$ cat config.mk
export PLATFORM = sky130hd
export DESIGN_NAME = mivrs_bank
export DESIGN_NICKNAME = d
export VERILOG_FILES = /design/src/hw/mivrs_pkg.sv /design/src/hw/mivrs_bank.sv
export SDC_FILE = /design/constraint.sdc
export NUM_CORES = 1
export LEC_CHECK = 0
export BUFFER_PORTS_ARGS = -buffer_cell sky130_fd_sc_hd__buf_4
export CORE_MARGIN = 4
export CORE_UTILIZATION = 45
export CTS_CLUSTER_DIAMETER = 50
export CTS_CLUSTER_SIZE = 40
export DETAILED_ROUTE_END_ITERATION = 12
export PLACE_DENSITY_LB_ADDON = 0.1
export SYNTH_ARGS = -nofsm -noshare
export SYNTH_HDL_FRONTEND = slang
export SYNTH_SLANG_ARGS = --single-unit
$ cat constraint.sdc
create_clock -name i_clk -period 1.9 [get_ports i_clk]
set_clock_uncertainty 0.2 [all_clocks]
set_input_delay 0.38 -clock i_clk [delete_from_list [all_inputs] [get_ports i_clk]]
set_output_delay 0.38 -clock i_clk [all_outputs]
set_load 0.1 [all_outputs]
$ cat src/hw/mivrs_pkg.sv
// Package: register map, field layout and codes for the mixer input gain bank
`default_nettype none
package mivrs_pkg;
   // Register indices (address bus carries the index)
   localparam logic [7:0]  LINE_INPUT_GAIN_IDX      = 8'h10;
   localparam logic [7:0]  DISC_INPUT_GAIN_IDX      = 8'h12;
   localparam logic [7:0]  AUXILIARY_INPUT_GAIN_IDX = 8'h16;
   localparam logic [7:0]  PLAYBACK_PATH_GAIN_IDX   = 8'h18;
   localparam logic [7:0]  CAPTURE_SOURCE_SELECT_IDX = 8'h1a;
   // Reset values
   localparam logic [15:0] GAIN_RESET     = 16'h8808;
   localparam logic [15:0] SELECT_RESET   = 16'h0000;
   localparam logic [15:0] UNMAPPED_READ  = 16'h0000;
   // Volume field layout
   localparam int          MUTE_BIT       = 15;
   localparam int          RMUTE_BIT      = 7;
   localparam int          LEFT_LSB       = 8;
   localparam int          RIGHT_LSB      = 0;
   localparam int          GAIN_W         = 5;
   // Select field layout
   localparam int          LSEL_LSB       = 8;
   localparam int          RSEL_LSB       = 0;
   localparam int          SEL_W          = 3;
   // Attenuator codes of note
   localparam logic [4:0]  GAIN_PLUS_12DB = 5'h00;
   localparam logic [4:0]  GAIN_0DB       = 5'h08;
   localparam logic [4:0]  GAIN_MIN       = 5'h1f;
   // Record sources
   typedef enum logic [2:0] {
      MIVRS_SRC_MIC    = 3'h0,
      MIVRS_SRC_DISC   = 3'h1,
      MIVRS_SRC_MUTED  = 3'h2,
      MIVRS_SRC_AUX    = 3'h3,
      MIVRS_SRC_LINE   = 3'h4,
      MIVRS_SRC_STEREO = 3'h5,
      MIVRS_SRC_MONO   = 3'h6,
      MIVRS_SRC_PHONE  = 3'h7
   } mivrs_src_t;
endpackage
`default_nettype wire

$ cat src/hw/mivrs_bank.sv
// Mixer input gain and record select register bank
//
// The plain strobed port was chosen for this implementation.
`default_nettype none
// Notes on behaviour
// Each stereo gain register holds a 5-bit left and a 5-bit right code in 1.5 dB steps, +12 dB to -34.5 dB.
// Code 0x00 is +12 dB, 0x08 is 0 dB, 0x1F is -34.5 dB, and codes read back as written.
// The four gain registers reset to 0x8808, 0 dB both sides, bit 15 set and bit 7 clear: both muted with split mute off, only left with it on.
// With split mute off, bit 15 mutes both channels.
// With split mute on, bit 15 mutes only the left channel.
// With split mute on, bit 7 mutes the right channel on its own.
// With split mute off, bit 7 reads 0 and writing it has no effect.
// Line input gain sits at index 0x10, left code in bits 12:8, right in 4:0.
// Disc input gain at 0x12 behaves like line input.
// Auxiliary input gain at 0x16 behaves like line input.
// Playback path gain at 0x18 behaves like line input and acts on the DAC path.
// Capture source select at 0x1A holds left selector in bits 10:8 and right in 2:0.
// Capture source select resets to 0x0000, microphone on both sides.
// Selector codes decode to mic, disc, muted, aux, line, stereo mix and mono mix.
// Unassigned bits are reserved with no function.
// Code 7 selects the phone input; reserved bits read zero and ignore writes.
// Muting keeps the stored gain code so unmuting restores it.
module mivrs_bank #(
   parameter int ADDR_W = 8
) (
   // Clock and reset
   input  wire logic              i_clk,
   input  wire logic              i_sys_rst,
   // Register port
   input  wire logic [ADDR_W-1:0] i_addr,
   input  wire logic [15:0]       i_wdata,
   input  wire logic              i_wr,
   input  wire logic              i_rd,
   output logic      [15:0]       o_rdata,
   // Option from the miscellaneous control register
   input  wire logic              i_split_mute_enable,
   // Gain codes to the mixer, index 0 line, 1 disc, 2 aux, 3 playback
   output logic      [4:0]        o_left_gain [4],
   output logic      [4:0]        o_right_gain [4],
   output logic                   o_left_mute [4],
   output logic                   o_right_mute [4],
   // Capture source per channel
   output logic      [2:0]        o_left_capture_source,
   output logic      [2:0]        o_right_capture_source,
   output logic                   o_left_capture_muted,
   output logic                   o_right_capture_muted
);
   localparam int NGAIN = 4;
   localparam logic [ADDR_W-1:0] GAIN_IDX [NGAIN] = '{
      ADDR_W'(mivrs_pkg::LINE_INPUT_GAIN_IDX),
      ADDR_W'(mivrs_pkg::DISC_INPUT_GAIN_IDX),
      ADDR_W'(mivrs_pkg::AUXILIARY_INPUT_GAIN_IDX),
      ADDR_W'(mivrs_pkg::PLAYBACK_PATH_GAIN_IDX)
   };
   localparam logic [ADDR_W-1:0] SEL_IDX = ADDR_W'(mivrs_pkg::CAPTURE_SOURCE_SELECT_IDX);

   // Stored fields; reserved bits are simply not kept
   logic       gain_mute  [NGAIN];
   logic       gain_rmute [NGAIN];
   logic [4:0] gain_left  [NGAIN];
   logic [4:0] gain_right [NGAIN];
   logic [2:0] left_capture_source;
   logic [2:0] right_capture_source;
   logic [15:0] next_rdata;

   // Gain registers
   always_ff @(posedge i_clk) begin
      for (int i = 0; i < NGAIN; i++) begin
         if (i_sys_rst) begin
            gain_mute[i]  <= mivrs_pkg::GAIN_RESET[mivrs_pkg::MUTE_BIT];
            gain_rmute[i] <= mivrs_pkg::GAIN_RESET[mivrs_pkg::RMUTE_BIT];
            gain_left[i]  <= mivrs_pkg::GAIN_RESET[mivrs_pkg::LEFT_LSB +: mivrs_pkg::GAIN_W];
            gain_right[i] <= mivrs_pkg::GAIN_RESET[mivrs_pkg::RIGHT_LSB +: mivrs_pkg::GAIN_W];
         end else if (i_wr && i_addr == GAIN_IDX[i]) begin
            gain_mute[i]  <= i_wdata[mivrs_pkg::MUTE_BIT];
            // Right mute only latches while split mute is on
            gain_rmute[i] <= i_split_mute_enable & i_wdata[mivrs_pkg::RMUTE_BIT];
            gain_left[i]  <= i_wdata[mivrs_pkg::LEFT_LSB +: mivrs_pkg::GAIN_W];
            gain_right[i] <= i_wdata[mivrs_pkg::RIGHT_LSB +: mivrs_pkg::GAIN_W];
         end
      end
   end

   // Capture selector register
   always_ff @(posedge i_clk) begin
      if (i_sys_rst) begin
         left_capture_source  <= mivrs_pkg::SELECT_RESET[mivrs_pkg::LSEL_LSB +: mivrs_pkg::SEL_W];
         right_capture_source <= mivrs_pkg::SELECT_RESET[mivrs_pkg::RSEL_LSB +: mivrs_pkg::SEL_W];
      end else if (i_wr && i_addr == SEL_IDX) begin
         left_capture_source  <= i_wdata[mivrs_pkg::LSEL_LSB +: mivrs_pkg::SEL_W];
         right_capture_source <= i_wdata[mivrs_pkg::RSEL_LSB +: mivrs_pkg::SEL_W];
      end
   end

   // Read mux; reserved bits return zero
   always_comb begin
      next_rdata = mivrs_pkg::UNMAPPED_READ;
      for (int i = 0; i < NGAIN; i++) begin
         if (i_addr == GAIN_IDX[i]) begin
            next_rdata[mivrs_pkg::MUTE_BIT] = gain_mute[i];
            next_rdata[mivrs_pkg::RMUTE_BIT] = gain_rmute[i] & i_split_mute_enable;
            next_rdata[mivrs_pkg::LEFT_LSB +: mivrs_pkg::GAIN_W] = gain_left[i];
            next_rdata[mivrs_pkg::RIGHT_LSB +: mivrs_pkg::GAIN_W] = gain_right[i];
         end
      end
      if (i_addr == SEL_IDX) begin
         next_rdata[mivrs_pkg::LSEL_LSB +: mivrs_pkg::SEL_W] = left_capture_source;
         next_rdata[mivrs_pkg::RSEL_LSB +: mivrs_pkg::SEL_W] = right_capture_source;
      end
   end

   // Read data valid only in the cycle after the strobe
   always_ff @(posedge i_clk) begin
      if (i_sys_rst) begin
         o_rdata <= mivrs_pkg::UNMAPPED_READ;
      end else if (i_rd) begin
         o_rdata <= next_rdata;
      end else begin
         o_rdata <= mivrs_pkg::UNMAPPED_READ;
      end
   end

   // Mute decode; codes stay stored so unmute restores gain
   always_comb begin
      for (int i = 0; i < NGAIN; i++) begin
         o_left_gain[i]  = gain_left[i];
         o_right_gain[i] = gain_right[i];
         o_left_mute[i]  = gain_mute[i];
         o_right_mute[i] = i_split_mute_enable ? gain_rmute[i] : gain_mute[i];
      end
   end

   // Capture source outputs; code 7 passes through as phone
   assign o_left_capture_source  = left_capture_source;
   assign o_right_capture_source = right_capture_source;
   assign o_left_capture_muted   = left_capture_source == 3'(mivrs_pkg::MIVRS_SRC_MUTED);
   assign o_right_capture_muted  = right_capture_source == 3'(mivrs_pkg::MIVRS_SRC_MUTED);
endmodule
`default_nettype wire

==> flow_metrics.tcl <==
set metrics [dict create \
    grt_usage_pct 20.3 \
    grt_pass1_wl_um 11800 \
    synth_seq_cells 66 \
    synthToLayoutAreaGrowth_pct 40.4 \
    dpl_worst_slack_ns -0.347 \
    critPathLaunchType "input port" \
    cts_tree "yes" \
    yosys.area.top_type "edfxtp_1" \
    cts-htree-levels 3 \
    die_w_um 89.7 \
    wl_per_cell_um 17.9 \
    multi_input_area_um2 1170 \
    antenna_found_initial 0 \
    ys_seq_area_share_pct 59.7 \
    synth.cells.most_frequent "edfxtp_1 (47), and2_1 (32), dfxtp_1 (19), nor2_1 (15), nand2_1 (14)" \
    cp_data_required_time_ns 1.78 \
    cp-end-kind "flip-flop" \
    root_buffer "clkbuf_8" \
    period_share_pct 97.8 \
    gp_congestion 0.819 \
    fmax_mhz 538 \
    drtPass1Iterations 4 \
    async_flop_share_pct 0 \
    max_stage_delay_ns 0.31 \
    clkPwrFrac_pct 29.7 \
    drive_above_1_share_pct 43.9 \
    p_leak_nw 1.83 \
    period_needed_ns 1.86 \
    p_switching_mw 1.13 \
    slowest_stage "nor4b_4" \
    critPathMaxFanout 4 \
    clock_sinks 66 \
    internal-power_mw 2.27 \
    cts_made_buffers 9 \
    arrival_ns 1.74 \
    setup_viol 0 \
    setup_ws_ns 0.0420 \
    status "finished, final reports clean" \
    clkTransAtPathRegs_ns 0.07 \
    power_frac_comb_pct 22.7 \
    rows 29 \
    die_h_um 89.7 \
    grt_pass1_vias 2360 \
    start_util_pct 46.7 \
    postSynthAreaPerCell_um2 12.2 \
    swShare_pct 33.2 \
    regArea_um2 1800 \
    slew_violations 0 \
    drcViolationCount 0 \
    syn_inst 246 \
    core_um2 6420 \
    cts_setup_buffers 0 \
    cts.path.max_buffers 2 \
    dp_hpwl_um 6190 \
    clock_latency_ns 0.33 \
    crit_chain "buf_4 -> buf_4 -> nor4b_4 -> nand3_1 -> buf_4 -> nor3_1 -> buf_4 -> nand2b_1" \
    port_buffers 92 \
    maxCapViolCount 0 \
    synth_top_cells_by_area "edfxtp_1 (47%), dfxtp_1 (13%), and2_1 (6.7%)" \
    final_net_count 395 \
    crit_top_cell "buf_4" \
    power_mw 3.41 \
    syn_area_um2 3000 \
    insertedDiodeCount 0 \
    postCtsResizedCells 1 \
    crit_type "input port to flip-flop" \
    cts_hold_buffers 0 \
    overflow 0 \
    hold_viol 0 \
    synth_most_common_cell "edfxtp_1" \
    yosys_warnings 0 \
    routed_wl_um 8010 \
    ant_nets 0 \
    power_density_nw_per_um2 808 \
    drt-initial-drc-count 111 \
    hp-class "input port to flip-flop" \
    post_drt_via_cell_ratio 5.26 \
    ir_drop_uv 466 \
    grt_max_degree 13 \
    synth_edf_count 47 \
    synth_cell_type_count 47 \
    pwr-share-seq_pct 47.6 \
    dr_total_vias 2356 \
    die_area_um2 8040 \
    yosysTopAreaCellShare_pct 47.0 \
    fillers 536 \
    ys.flop_type "edfxtp_1" \
    ios 101 \
]
-- metrics by stage --
stage	setup TNS (ns)	hold slack (ns)	std cells	util, %	cell area (um2)
after floorplan	-1.42	0.264	249	-	3080
after global placement	-18.91	0.264	432	62.9	4040
after detailed placement	-20.32	0.282	432	62.9	4040
after CTS	0	0.118	448	65.6	4210
after global routing	-0.0106	0.121	448	65.6	4220
final	0	0.126	448	65.6	4220
-- final timing paths --
path                                  startpoint                        to  slack, ns  cells past startpoint
worst max register to register     gain_rmute[1]                o_rdata[7]       0.57                      4
worst min register to register  gain_right[3][3]                o_rdata[3]       0.29                      2
worst min-delay path                  i_wdata[9]  o_left_capture_source[1]       0.13                      3
worst max-delay path                   i_addr[5]              gain_mute[0]       0.04                      8
-- layer usage --
metal	global-route usage, %	vias up	part of all wire [%]
li1	-	1132	-
met1	23.8	1125	40
met2	36.2	89	51
met3	5.20	10	7.2
met4	6.63	0	1.7
met5	0	-	0
-- cells in the final DEF (no fill, tap or decap), types with 3 or more instances in the layout --
cell      instances
dfxtp_2           4
nor2_1           15
clkbuf_1          3
mux2_2            3
buf_4           124
edfxtp_1         47
nor3b_1           3
conb_1            4
mux2i_1          12
and2_1           32
clkbuf_8         10
o211a_1           5
dfxtp_1          13
and3_1            5
a21oi_1           5
nand2_1          14
o41ai_1           3
o211ai_1          5
o21ai_0           8
nand2b_1         10
-- state kept, by name, summed over array words and instances, names as in the netlist --
| register | cells |
|---|---|
| gain_right | 20 |
| gain_mute | 4 |
| o_right_capture_source | 3 |
| gain_left | 20 |
| o_rdata | 12 |
| gain_rmute | 4 |
| o_left_capture_source | 3 |
-- critical path: cells and delay by family --
family / cells / cell delay (ns)
AND/OR/NAND/NOR: 4 / 0.74
buffers and inverters: 4 / 0.62
-- cell type report --
| cell class | count | share of cell area (%) |
|---|---|---|
| Sequential cell | 66 | 42.8 |
| Multi-Input combinational cell | 161 | 27.8 |
| Timing Repair Buffer | 126 | 23.0 |
| Clock buffer | 13 | 3.53 |
| Tap cell | 77 | 2.29 |
| Clock inverter | 3 | 0.416 |
| Inverter | 2 | 0.178 |
-- power by group through the flow --
stage / registers [mW] / clock network (mW) / logic [mW]
after floorplan: 1.99 / 0 / 0.224
after global placement: 1.65 / 0 / 0.771
after detailed placement: 1.65 / 0 / 0.775
after CTS: 1.62 / 1.03 / 0.778
after global routing: 1.63 / 1.10 / 0.800
final: 1.62 / 1.01 / 0.773
-- kinds of logic after synthesis --
| kind of cell | share of synthesized area, % |
|---|---|
| other | 0.125 |
| multiplexers | 5.13 |
| AO/OA/AOI/OAI | 10.3 |
| AND/OR/NAND/NOR | 21.0 |
| flip-flops | 59.7 |
| buffers and inverters | 3.79 |
Power figures use the tool's default switching activity.
